===== config.mk =====
export PLATFORM = sky130hd
export DESIGN_NAME = dcw_channel_watchdog
export DESIGN_NICKNAME = d
export VERILOG_FILES = /design/src/dcw_pkg.sv /design/src/dcw_tick_gen.sv /design/src/dcw_in_sync.sv /design/src/dcw_channel_watchdog.sv
export SDC_FILE = /design/constraint.sdc
export NUM_CORES = 1
export LEC_CHECK = 0
export ABC_AREA = 1
export CAP_MARGIN = 40
export CORE_MARGIN = 2
export CORE_UTILIZATION = 49
export DETAILED_ROUTE_END_ITERATION = 10
export DONT_BUFFER_PORTS = 1
export GPL_ROUTABILITY_DRIVEN = 0
export SETUP_SLACK_MARGIN = 0.5
export SYNTH_ARGS = -nofsm -noshare
export SYNTH_HDL_FRONTEND = slang
export SYNTH_SLANG_ARGS = --single-unit

===== constraint.sdc =====
create_clock -name clock -period 2.6 [get_ports clock]
set_input_delay 0.26 -clock clock [delete_from_list [all_inputs] [get_ports clock]]
set_output_delay 0.26 -clock clock [all_outputs]
set_load 0.005 [all_outputs]

===== src/dcw_pkg.sv =====
// Shared constants, register map and carrier types of the channel watchdog
package dcw_pkg;

  // Geometry
  localparam int NCH    = 4;
  localparam int ADDR_W = 8;
  localparam int DATA_W = 32;
  localparam int TMO_W  = 16;

  // Register offsets
  localparam logic [ADDR_W-1:0] A_CTRL      = 8'h00;
  localparam logic [ADDR_W-1:0] A_IRQ_STAT  = 8'h04;
  localparam logic [ADDR_W-1:0] A_IRQ_MASK  = 8'h08;
  localparam logic [ADDR_W-1:0] A_STATE     = 8'h0C;
  localparam logic [ADDR_W-1:0] A_DATA_BASE = 8'h10;
  localparam logic [ADDR_W-1:0] A_CFG_BASE  = 8'h20;
  localparam logic [ADDR_W-1:0] A_STRIDE    = 8'h04;

  // Field positions
  localparam int CTRL_REFRESH_BIT = 0;
  localparam int DATA_OUT_BIT     = 0;
  localparam int DATA_IN_BIT      = 1;
  localparam int DATA_FLAG_BIT    = 2;
  localparam int CFG_TMO_LSB      = 0;
  localparam int CFG_FALLBACK_BIT = 16;
  localparam int CFG_INVERT_BIT   = 17;
  localparam int CFG_RANGE_BIT    = 18;
  localparam int STATE_OUT_LSB    = 0;
  localparam int STATE_IN_LSB     = 4;
  localparam int STATE_FLAG_LSB   = 8;

  // Timeout codes that switch supervision off
  localparam logic [TMO_W-1:0] TMO_OFF_LO = 16'h0000;
  localparam logic [TMO_W-1:0] TMO_OFF_HI = 16'hFFFF;

  // Current span select
  localparam logic RANGE_ZERO_BASED = 1'b0;
  localparam logic RANGE_LIVE_ZERO  = 1'b1;

  // Reset values
  localparam logic [TMO_W-1:0] TMO_RST      = 16'h0000;
  localparam logic             FALLBACK_RST = 1'b0;
  localparam logic             INVERT_RST   = 1'b0;
  localparam logic             REFRESH_RST  = 1'b0;

  // Timing
  localparam longint CLK_FREQ_HZ      = 125_000_000;
  localparam int     TICK_PERIOD_S    = 1;
  localparam int     TICK_CYCLES_DFLT = int'(CLK_FREQ_HZ * TICK_PERIOD_S);

  // Register bus request
  typedef struct packed {
    logic              wr;
    logic              rd;
    logic [ADDR_W-1:0] addr;
    logic [DATA_W-1:0] wdata;
  } dcw_bus_req_t;

  // Per-channel configuration
  typedef struct packed {
    logic             range;
    logic             invert;
    logic             fallback;
    logic [TMO_W-1:0] tmo;
  } dcw_cfg_t;

endpackage


===== src/dcw_tick_gen.sv =====
// Prescaler giving a one-cycle enable once per watchdog second
`timescale 1ns/10ps
module dcw_tick_gen #(
  parameter int CYCLES = 125_000_000
) (
  // Clock and reset
  input  wire logic clock,
  input  wire logic rstn,
  // Tick
  output logic      tick
);
  import dcw_pkg::*;

  if (CYCLES < 2) begin : g_chk
    $error("dcw_tick_gen: CYCLES must be at least 2");
  end

  logic [31:0] cnt_reg;
  logic [31:0] cnt_next;
  logic        tick_reg;
  logic        tick_next;

  always_comb begin
    cnt_next  = cnt_reg + 32'h0000_0001;
    tick_next = 1'b0;
    if (cnt_reg == 32'(CYCLES - 1)) begin
      cnt_next  = 32'h0000_0000;
      tick_next = 1'b1;
    end
  end

  always_ff @(posedge clock) begin
    if (!rstn) begin
      cnt_reg  <= 32'h0000_0000;
      tick_reg <= 1'b0;
    end else begin
      cnt_reg  <= cnt_next;
      tick_reg <= tick_next;
    end
  end

  assign tick = tick_reg;
endmodule


===== src/dcw_in_sync.sv =====
// Three-stage input synchroniser with agreement filter on the last two stages
`timescale 1ns/10ps
module dcw_in_sync #(
  parameter int W = 4
) (
  // Clock and reset
  input  wire logic         clock,
  input  wire logic         rstn,
  // Levels
  input  wire logic [W-1:0] pinIn,
  output logic      [W-1:0] level
);
  import dcw_pkg::*;

  if (W < 1) begin : g_chk
    $error("dcw_in_sync: W must be at least 1");
  end

  logic [W-1:0] s1_reg;
  logic [W-1:0] s2_reg;
  logic [W-1:0] s3_reg;
  logic [W-1:0] lvl_reg;
  logic [W-1:0] lvl_next;

  // Stage one feeds only stage two
  always_comb begin
    for (int i = 0; i < W; i++) begin
      lvl_next[i] = (s2_reg[i] == s3_reg[i]) ? s3_reg[i] : lvl_reg[i];
    end
  end

  always_ff @(posedge clock) begin
    if (!rstn) begin
      s1_reg  <= '0;
      s2_reg  <= '0;
      s3_reg  <= '0;
      lvl_reg <= '0;
    end else begin
      s1_reg  <= pinIn;
      s2_reg  <= s1_reg;
      s3_reg  <= s2_reg;
      lvl_reg <= lvl_next;
    end
  end

  assign level = lvl_reg;
endmodule


===== src/dcw_channel_watchdog.sv =====
// Four-channel discrete I/O supervision: watchdogs, fallback, refresh, inversion
//
// How it works
// Timeout setting in seconds; 1 to 65534 supervises with that period.
// Setting 0 or 65535 switches that channel's watchdog off entirely.
// No access for a full period: timeout, output driven to fallback.
// Fallback state is per channel, on or off.
// Auto-refresh rewrites every output with its programmed value each tick.
// Inputs active high; per-channel invert complements the reported level.
// Writing one always turns an output on; inversion never touches outputs.
// Four channels, each with its own watchdog, fallback and invert setting.
// Each analog channel holds a zero-based or live-zero span select.
// One-second prescaled tick; counter restarts on access or setting change.
// Per-channel timeout flag set on expiry, held until next channel access.
`timescale 1ns/10ps
module dcw_channel_watchdog #(
  parameter int TICK_CYCLES = dcw_pkg::TICK_CYCLES_DFLT
) (
  // Clock and reset
  input  wire logic                       clock,
  input  wire logic                       rstn,
  // Register bus
  input  wire dcw_pkg::dcw_bus_req_t      busReq,
  output logic [dcw_pkg::DATA_W-1:0]      rdData,
  // Discrete inputs
  input  wire logic [dcw_pkg::NCH-1:0]    inPin,
  // Discrete outputs
  output logic [dcw_pkg::NCH-1:0]         outLevel,
  output logic [dcw_pkg::NCH-1:0]         outLoad,
  // Analog span select
  output logic [dcw_pkg::NCH-1:0]         rangeSel,
  // Interrupt
  output logic                            irq
);
  import dcw_pkg::*;

  if (TICK_CYCLES < 2) begin : g_chk
    $error("dcw_channel_watchdog: TICK_CYCLES must be at least 2");
  end

  // Channel blocks must not overlap; state fields must fit in the data word
  if (int'(A_DATA_BASE) + NCH * int'(A_STRIDE) > int'(A_CFG_BASE)) begin : g_map_chk
    $error("dcw_channel_watchdog: channel data block overlaps configuration block");
  end
  if (STATE_FLAG_LSB + NCH > DATA_W) begin : g_state_chk
    $error("dcw_channel_watchdog: state fields exceed the data word");
  end

  //////////////////////////////////////////////////////////////////////////////
  // Helpers

  // One hit bit per channel for a strided register block
  function automatic logic [NCH-1:0] hitVec(
    input logic [ADDR_W-1:0] a,
    input logic [ADDR_W-1:0] base
  );
    logic [NCH-1:0] h;
    h = '0;
    for (int i = 0; i < NCH; i++) begin
      h[i] = (a == base + ADDR_W'(i) * A_STRIDE);
    end
    return h;
  endfunction

  // Supervision active for this timeout code
  function automatic logic wdOn(input logic [TMO_W-1:0] t);
    return (t != TMO_OFF_LO) && (t != TMO_OFF_HI);
  endfunction

  // Configuration image as software sees it
  function automatic logic [DATA_W-1:0] cfgWord(input dcw_cfg_t c);
    logic [DATA_W-1:0] w;
    w = '0;
    w[CFG_TMO_LSB +: TMO_W] = c.tmo;
    w[CFG_FALLBACK_BIT]     = c.fallback;
    w[CFG_INVERT_BIT]       = c.invert;
    w[CFG_RANGE_BIT]        = c.range;
    return w;
  endfunction

  //////////////////////////////////////////////////////////////////////////////
  // Tick and input conditioning

  logic           tick;
  logic [NCH-1:0] inSync;

  dcw_tick_gen #(
    .CYCLES (TICK_CYCLES)
  ) u_tick (
    .clock (clock),
    .rstn  (rstn),
    .tick  (tick)
  );

  dcw_in_sync #(
    .W (NCH)
  ) u_sync (
    .clock (clock),
    .rstn  (rstn),
    .pinIn (inPin),
    .level (inSync)
  );

  //////////////////////////////////////////////////////////////////////////////
  // State

  dcw_cfg_t          cfg_reg   [NCH];
  dcw_cfg_t          cfg_next  [NCH];
  logic [TMO_W-1:0]  cnt_reg   [NCH];
  logic [TMO_W-1:0]  cnt_next  [NCH];
  logic [NCH-1:0]    flag_reg;
  logic [NCH-1:0]    flag_next;
  logic [NCH-1:0]    outVal_reg;
  logic [NCH-1:0]    outVal_next;
  logic [NCH-1:0]    load_reg;
  logic [NCH-1:0]    load_next;
  logic              refresh_reg;
  logic              refresh_next;
  logic [NCH-1:0]    stat_reg;
  logic [NCH-1:0]    stat_next;
  logic [NCH-1:0]    mask_reg;
  logic [NCH-1:0]    mask_next;
  logic              irq_reg;
  logic              irq_next;
  logic [DATA_W-1:0] rd_reg;
  logic [DATA_W-1:0] rd_next;

  //////////////////////////////////////////////////////////////////////////////
  // Decode

  logic [NCH-1:0] dataHit;
  logic [NCH-1:0] cfgHit;
  logic [NCH-1:0] chAccess;
  logic [NCH-1:0] dataWr;
  logic [NCH-1:0] cfgWr;
  logic [NCH-1:0] inLevel;
  logic [NCH-1:0] expire;
  logic           ctrlWr;
  logic           statWr;
  logic           maskWr;

  always_comb begin
    dataHit  = hitVec(busReq.addr, A_DATA_BASE);
    cfgHit   = hitVec(busReq.addr, A_CFG_BASE);
    // Read or write of a channel's data register counts as activity
    chAccess = dataHit & {NCH{busReq.wr | busReq.rd}};
    dataWr   = dataHit & {NCH{busReq.wr}};
    cfgWr    = cfgHit & {NCH{busReq.wr}};
    ctrlWr   = busReq.wr && (busReq.addr == A_CTRL);
    statWr   = busReq.wr && (busReq.addr == A_IRQ_STAT);
    maskWr   = busReq.wr && (busReq.addr == A_IRQ_MASK);
  end

  // Inversion acts on the reported input only
  always_comb begin
    for (int i = 0; i < NCH; i++) begin
      inLevel[i] = inSync[i] ^ cfg_reg[i].invert;
    end
  end

  //////////////////////////////////////////////////////////////////////////////
  // Channel configuration and control

  always_comb begin
    refresh_next = refresh_reg;
    if (ctrlWr) begin
      refresh_next = busReq.wdata[CTRL_REFRESH_BIT];
    end
    // Configuration access is not channel activity
    for (int i = 0; i < NCH; i++) begin
      cfg_next[i] = cfg_reg[i];
      if (cfgWr[i]) begin
        cfg_next[i].tmo      = busReq.wdata[CFG_TMO_LSB +: TMO_W];
        cfg_next[i].fallback = busReq.wdata[CFG_FALLBACK_BIT];
        cfg_next[i].invert   = busReq.wdata[CFG_INVERT_BIT];
        cfg_next[i].range    = busReq.wdata[CFG_RANGE_BIT];
      end
    end
  end

  always_ff @(posedge clock) begin
    if (!rstn) begin
      for (int i = 0; i < NCH; i++) begin
        cfg_reg[i].tmo      <= TMO_RST;
        cfg_reg[i].fallback <= FALLBACK_RST;
        cfg_reg[i].invert   <= INVERT_RST;
        cfg_reg[i].range    <= RANGE_ZERO_BASED;
      end
      refresh_reg <= REFRESH_RST;
    end else begin
      for (int i = 0; i < NCH; i++) begin
        cfg_reg[i] <= cfg_next[i];
      end
      refresh_reg <= refresh_next;
    end
  end

  //////////////////////////////////////////////////////////////////////////////
  // Channel watchdogs and outputs

  always_comb begin
    flag_next    = flag_reg;
    outVal_next  = outVal_reg;
    load_next    = '0;
    expire       = '0;
    for (int i = 0; i < NCH; i++) begin
      cnt_next[i] = cnt_reg[i];
      if (dataWr[i]) begin
        // A one is always on, whatever the inversion setting
        outVal_next[i] = busReq.wdata[DATA_OUT_BIT];
        load_next[i]   = 1'b1;
      end
      if (chAccess[i]) begin
        cnt_next[i]  = '0;
        flag_next[i] = 1'b0;
      end else if (cfgWr[i] && (cfg_next[i].tmo != cfg_reg[i].tmo)) begin
        cnt_next[i] = '0;
      end else if (!wdOn(cfg_reg[i].tmo)) begin
        cnt_next[i] = '0;
      end else if (tick && !flag_reg[i]) begin
        // Fires once, then waits for the host to come back
        if (cnt_reg[i] == cfg_reg[i].tmo - 16'h0001) begin
          expire[i]      = 1'b1;
          flag_next[i]   = 1'b1;
          cnt_next[i]    = '0;
          outVal_next[i] = cfg_reg[i].fallback;
          load_next[i]   = 1'b1;
        end else begin
          cnt_next[i] = cnt_reg[i] + 16'h0001;
        end
      end
    end
    // Rewrite keeps a latched-off driver from staying off
    if (tick && refresh_reg) begin
      load_next = '1;
    end
  end

  always_ff @(posedge clock) begin
    if (!rstn) begin
      for (int i = 0; i < NCH; i++) begin
        cnt_reg[i] <= '0;
      end
      flag_reg    <= '0;
      outVal_reg  <= '0;
      load_reg    <= '0;
    end else begin
      for (int i = 0; i < NCH; i++) begin
        cnt_reg[i] <= cnt_next[i];
      end
      flag_reg    <= flag_next;
      outVal_reg  <= outVal_next;
      load_reg    <= load_next;
    end
  end

  //////////////////////////////////////////////////////////////////////////////
  // Interrupt status and mask

  always_comb begin
    mask_next = mask_reg;
    stat_next = stat_reg;
    if (maskWr) begin
      mask_next = busReq.wdata[NCH-1:0];
    end
    if (statWr) begin
      stat_next = stat_next & ~busReq.wdata[NCH-1:0];
    end
    // Set after clear so a same-cycle expiry survives
    stat_next = stat_next | expire;
    irq_next  = |(stat_next & mask_next);
  end

  always_ff @(posedge clock) begin
    if (!rstn) begin
      stat_reg <= '0;
      mask_reg <= '0;
      irq_reg  <= 1'b0;
    end else begin
      stat_reg <= stat_next;
      mask_reg <= mask_next;
      irq_reg  <= irq_next;
    end
  end

  //////////////////////////////////////////////////////////////////////////////
  // Read path

  always_comb begin
    rd_next = '0;
    if (busReq.rd) begin
      unique case (busReq.addr)
        A_CTRL: begin
          rd_next[CTRL_REFRESH_BIT] = refresh_reg;
        end
        A_IRQ_STAT: begin
          rd_next[NCH-1:0] = stat_reg;
        end
        A_IRQ_MASK: begin
          rd_next[NCH-1:0] = mask_reg;
        end
        A_STATE: begin
          rd_next[STATE_OUT_LSB +: NCH]  = outVal_reg;
          rd_next[STATE_IN_LSB +: NCH]   = inLevel;
          rd_next[STATE_FLAG_LSB +: NCH] = flag_reg;
        end
        default: begin
          // Unmapped addresses read zero
          for (int i = 0; i < NCH; i++) begin
            if (dataHit[i]) begin
              rd_next[DATA_OUT_BIT]  = outVal_reg[i];
              rd_next[DATA_IN_BIT]   = inLevel[i];
              rd_next[DATA_FLAG_BIT] = flag_reg[i];
            end
            if (cfgHit[i]) begin
              rd_next = cfgWord(cfg_reg[i]);
            end
          end
        end
      endcase
    end
  end

  always_ff @(posedge clock) begin
    if (!rstn) begin
      rd_reg <= '0;
    end else begin
      rd_reg <= rd_next;
    end
  end

  //////////////////////////////////////////////////////////////////////////////
  // Outputs

  always_comb begin
    for (int i = 0; i < NCH; i++) begin
      rangeSel[i] = cfg_reg[i].range;
    end
  end

  assign outLevel = outVal_reg;
  assign outLoad  = load_reg;
  assign irq      = irq_reg;
  assign rdData   = rd_reg;
endmodule


Word-level counts from Yosys, hierarchy flattened
Memories as Yosys holds them, arrays and structs flattened. Cells that the tools add are included.

Bits of input ports: 48. Bits in writable memories: 140. Logic and storage cells: 246. Flip-flop bits (word level): 103. Output and inout port bits: 45. Memories: 2.

Reductions and logical operators: 40. Bitwise operators: 26. Equal/unequal tests: 28. Multiplexer cells: 119. $add $sub $neg: 9.

Memory list: cfg_reg (words 4, width 19, rd ports 4, clocked after Yosys merged registers in 0, wr ports 4, line dcw_channel_watchdog.sv:107) `dcw_cfg_t cfg_reg [NCH];`; cnt_reg (words 4, width 16, rd ports 4, clocked after Yosys merged registers in 0, wr ports 4, line dcw_channel_watchdog.sv:109) `logic [TMO_W-1:0] cnt_reg [NCH];`.

Operators with widths (count): 2-to-1 mux 16 bit (24); 2-to-1 mux 19 bit (12); 2-to-1 mux 1 bit (71); adder 16 x 1 -> 16 bit (second input constant) (4); == test 16 bit (4); 2-to-1 mux 32 bit (2); != test 16 bit (4); != test 16 bit (second input constant) (4); nonzero test 16 bit (4); subtractor 16 x 1 -> 16 bit (second input constant) (4); adder 32 x 1 -> 32 bit (second input constant) (1); == test 32 x 27 -> 1 bit (second input constant) (1); == test 8 x 5 -> 1 bit (second input constant) (4); == test 8 x 6 -> 1 bit (second input constant) (4); bitwise AND 4 bit (5); == test 8 x 4 -> 1 bit (second input constant) (2); logical AND 1 bit (16); case mux 8 bit (2 select lines) (1); AND reduction 4 bit (4); 2-to-1 mux 3 bit (4); 2-to-1 mux 4 bit (3); case mux 3 bit (4 select lines) (1); OR reduction 2 bit (5); OR 1 bit (9); 14 further kinds (29).

Logic depth before layout (Yosys ltp)
An unclocked memory read counts as a cell.

Word-level depth: 13. Gate-level depth with buffers: 21. Depth with buffers taken out: 21.

Hierarchy
Synthesis repeated with hierarchy kept, for this count alone.

Cells, all modules: 2358. Area, all modules: 14731.6 um2.

Modules (own cells, without submodules): dcw_channel_watchdog (sequential area each 3683.5 um2, area an instance 12359.4 um2, cells each 2000, times used 1); dcw_tick_gen (sequential area each 660.6 um2, area an instance 1895.6 um2, cells each 305, times used 1); dcw_in_sync (sequential area each 320.3 um2, area an instance 476.7 um2, cells each 53, times used 1).

Worst setup path before layout
No wires, ideal clock.

Path type: reg2reg. Start point: memory cfg_reg[2][0] in the netlist's numbering. End point: memory cnt_reg[2][14]. Arrival: 2.013 ns. Data required time: 2.482 ns. Stages on the path, launching flop included: 17. Setup time: 0.118 ns. Clock period less this slack: 2.131 ns. Slack: 0.469 ns. Path buffers: 2. Cell sequence: dfxtp_1 -> inv_1 -> ha_1 -> nand3_1 -> nor2_1 -> nand3_1 -> inv_1 -> nand2_1 -> nand2_1 -> nand3_1 -> nor2_1 -> nand2_1 -> nor2_2 -> or2_1 -> buf_6 -> buf_12 -> nor2_4.

RTL lines (line): start, declared (dcw_channel_watchdog.sv:107); end, declared (dcw_channel_watchdog.sv:109).

Final worst setup path
Start point: register u_tick.cnt_reg[0]. End point: register u_tick.cnt_reg[20].

Cells in the longest elaborated chain, start to end: 2. Elaborated cells on any way between the ends: 3. Classes of those cells: add/sub (1); eq/ne (1); reduce/logical (1).

Ends and longest elaborated chain: start, declared (line dcw_tick_gen.sv:18) `logic [31:0] cnt_reg;`; start signal, assigned (line dcw_tick_gen.sv:37) `cnt_reg <= cnt_next;`; parallel branches: the longest is 2 deep, another holds adder 32 x 1 -> 32 bit.

Parallel ways; which one is timed is not known. A chain may end at the register's enable or synchronous reset.

==> results.toml <==
[synthesis]
ys.flop_type = "dfxtp_1"
yosys_warnings = 0
synth_seq_cells = 230
avgSynthCellArea_um2 = 6.52
synth.distinct_cells = 58
ys_seq_area_share_pct = 32.8
synth-edff-count = 6
syn_inst = 2180
async_flop_share_pct = 0
syn_area_um2 = 14200

[power_and_ir_drop]
switching_share_pct = 23.3
p_seq_share_pct = 44.0
intPower_mw = 6.23
irDropWorstVdd_v = 0.000543
pwr-share-comb_pct = 4.2
p_per_area_nw_per_um2 = 453
p_sw_mw = 1.90
leakagePower_nw = 7.76
totalPowerFinal_mw = 8.13
p_clk_share_pct = 51.8

[global_routing]
grt_usage_pct = 31.7
grt_pass1_vias = 13763
grt_first_pass_wirelength_um = 76300
grt_max_degree = 80
antenna_found_initial = 1
grt_overflow = 0

[sta]
rsz0062_at_grt = "true"
fin_crit_sh_pct = 88.3
hold_ws_ns = 0.0110
tightestPinTransition_ns = 1.01
finClkSkew_ns = 0.0143
fin_setup_tns_ns = 0
hold_violations = 0
finalMaxSlewViolations = 0
min_period_ns = 2.30
setup_violations = 0
fmax_ghz = 0.436
maxSlewHeadroom_pct = 32.4

[drt]
wl_per_cell_um = 18.6
drt-pass1-iter-count = 9
vias_per_cell = 5.65
ant_nets = 0
drtIter0Drc = 1879
wl_um = 50400
drc = 0
vias = 15328

[hold_path]
hold_class = "in2reg"
hold_path.startpoint = "busReq[0]"
hold_path_end = "outLevel[2]"
min_path_cells = 4

[setup_path]
r2r.worst_path.cells = 16
r2r_slack_ns = 0.30
cp.arrival_ns = 2.75
path_delay_family = "simple AND/OR/NAND/NOR gates"
timing.rr.end = "u_tick.cnt_reg[20]"
crit_path_start_kind = "flop"
reg2reg_from = "u_tick.cnt_reg[0]"
critPathRequiredTime_ns = 3.05
path_cells = "ha_4 > nand2_2 > inv_2 > nand2_4 > nor2_4 > nand2_2 > inv_2 > nand3_2 > nor2_2 > nand2_2 > nor4_4 > nand3_2 > buf_4 > buf_6 > o21ai_2 > a21oi_1"
critPathSlowestCell = "dfxtp_4"
timing.critical_path.from = "u_tick.cnt_reg[0]"
slowest_delay_ns = 0.37
worstSetupEndpointType = "flop"
crit_path_frequent_cell = "nand2_2"
critPathKind = "reg2reg"
cp_max_fo = 3
crit_buf_inv = 4

[floorplan]
die_h_um = 174
initial_utilization_pct = 49.7
ios = 93
num_rows = 62
coreArea_um2 = 28600
die_w_um = 174
dieArea_um2 = 30400

[final_layout]
layout_common_cells = "451 x nand2_1, 271 x nor2_1, 243 x inv_1"
largest_reg_flops = 76
finalCoreUtilization_pct = 62.7
final_common_cell = "nand2_1"
final_layout_size_suffix_gt1_share_pct = 21.1
syn2layout_area_growth_pct = 26.2
insertedDiodeCount = 0
fin_nets = 2370

[clock_tree]
clk_latency_ns = 0.57
clkSinkCount = 230
cts_buffer_depth = 3
cts_tree = "done"
numCtsBuffers = 28
clk_pin_slew_ns = 0.06
cts_htree_levels = 1
cts-root-buf = "clkbuf_16"

[run_status]
status = "completed"

[place]
io_buffers = 0
hpwlAfterDp_um = 33400

[flow_run]
drv_cap = 0
==> how the worst max path moves through the flow <==
stage | endpoint | slack [ns] | cells after the start
after floorplan | cnt_reg[0][0] | 0.50 | 12
after global placement | irq | 0.12 | 18
after detailed placement | irq | 0.05 | 18
after CTS | irq | 0.39 | 19
after global routing | u_tick.cnt_reg[20] | 0.20 | 16
final | u_tick.cnt_reg[20] | 0.30 | 16
==> cells by family (layout without fill, tap and decap cells) <==
logic type | after synthesis | in the layout | share of synthesized area, %
AO/OA/AOI/OAI | 247 | 247 | 10.8
XOR/XNOR | 90 | 90 | 5.64
buffers and inverters | 381 | 519 | 11.3
adder cells (fa/ha/maj) | 13 | 13 | 1.14
AND/OR/NAND/NOR | 1218 | 1219 | 38.3
flip-flops | 230 | 230 | 32.8
other | 1 | 13 | 0.0264
==> Yosys cell counts (all sizes together) (2+ instances only) <==
library cell	number	area, µm²
nand2	482	1810
a31oi	17	106
nand3b	9	67.6
o41ai	2	17.5
nand4	95	594
o21ai	53	273
a21boi	3	22.5
dfxtp	224	4480
o21bai	2	15.0
edfxtp	6	180
xor2	52	455
xnor2	37	324
nor3	50	270
buf	49	347
o2111ai	2	17.5
a22o	2	17.5
nand3	167	861
nor2	367	1480
and3	6	38.8
ha	13	163
nor3b	17	153
clkbuf	56	211
o22ai	19	119
or2	8	50.1
o21a	2	15.0
a21oi	74	374
inv	273	1020
a211oi	59	448
clkinv	2	7.51
nor4	16	119
a221oi	8	70.1
==> power by group through the flow <==
stage	clock network (mW)	logic (mW)	registers [mW]
3_5_place_dp	0	0.221	3.65
3_3_place_gp	0	0.218	3.65
5_1_grt	4.39	0.361	3.58
2_1_floorplan	0	0.212	3.64
6_report	4.21	0.342	3.58
4_1_cts	4.25	0.313	3.57
==> per-layer routing <==
metal  wire [µm]  track usage (%)
met2       22400             49.5
met5           0                0
met4        1720             10.0
met3        5740             9.30
met1       20600             41.9
==> area by class of cell <==
cell class,instances,area [µm²]
sequential,230,4710
inverter,276,1060
clock buffer,40,816
fill,2623,10700
tap,384,480
clock inverter,12,175
timing repair buffer,191,1680
multi-input combinational,1582,9020
==> worst min-delay path, cell delays in order <==
cell	delay (ns)
nand2_1	0.03
o21ai_0	0.07
o21ai_1	0.07
a21oi_1	0.10
==> timing repair <==
item / in CTS / in global routing
cloned: 1 / 2
gates resized for setup: 142 / 169
pin swaps: 46 / 72
setup endpoints to repair: 86 / 89
buffers inserted: 48 / 42
hold endpoints to repair: 100 / 0
hold buffers: 31 / 0
==> stage by stage <==
step | std cells | instance area, µm² | setup slack (ns)
floorplan | 2192 | 14300 | 0.505
detailed placement | 2539 | 14800 | 0.0479
global route | 2715 | 17900 | 0.198
global placement | 2538 | 14800 | 0.123
CTS | 2671 | 17000 | 0.393
finish | 2715 | 17900 | 0.305
(Power assumes the default switching activity.)
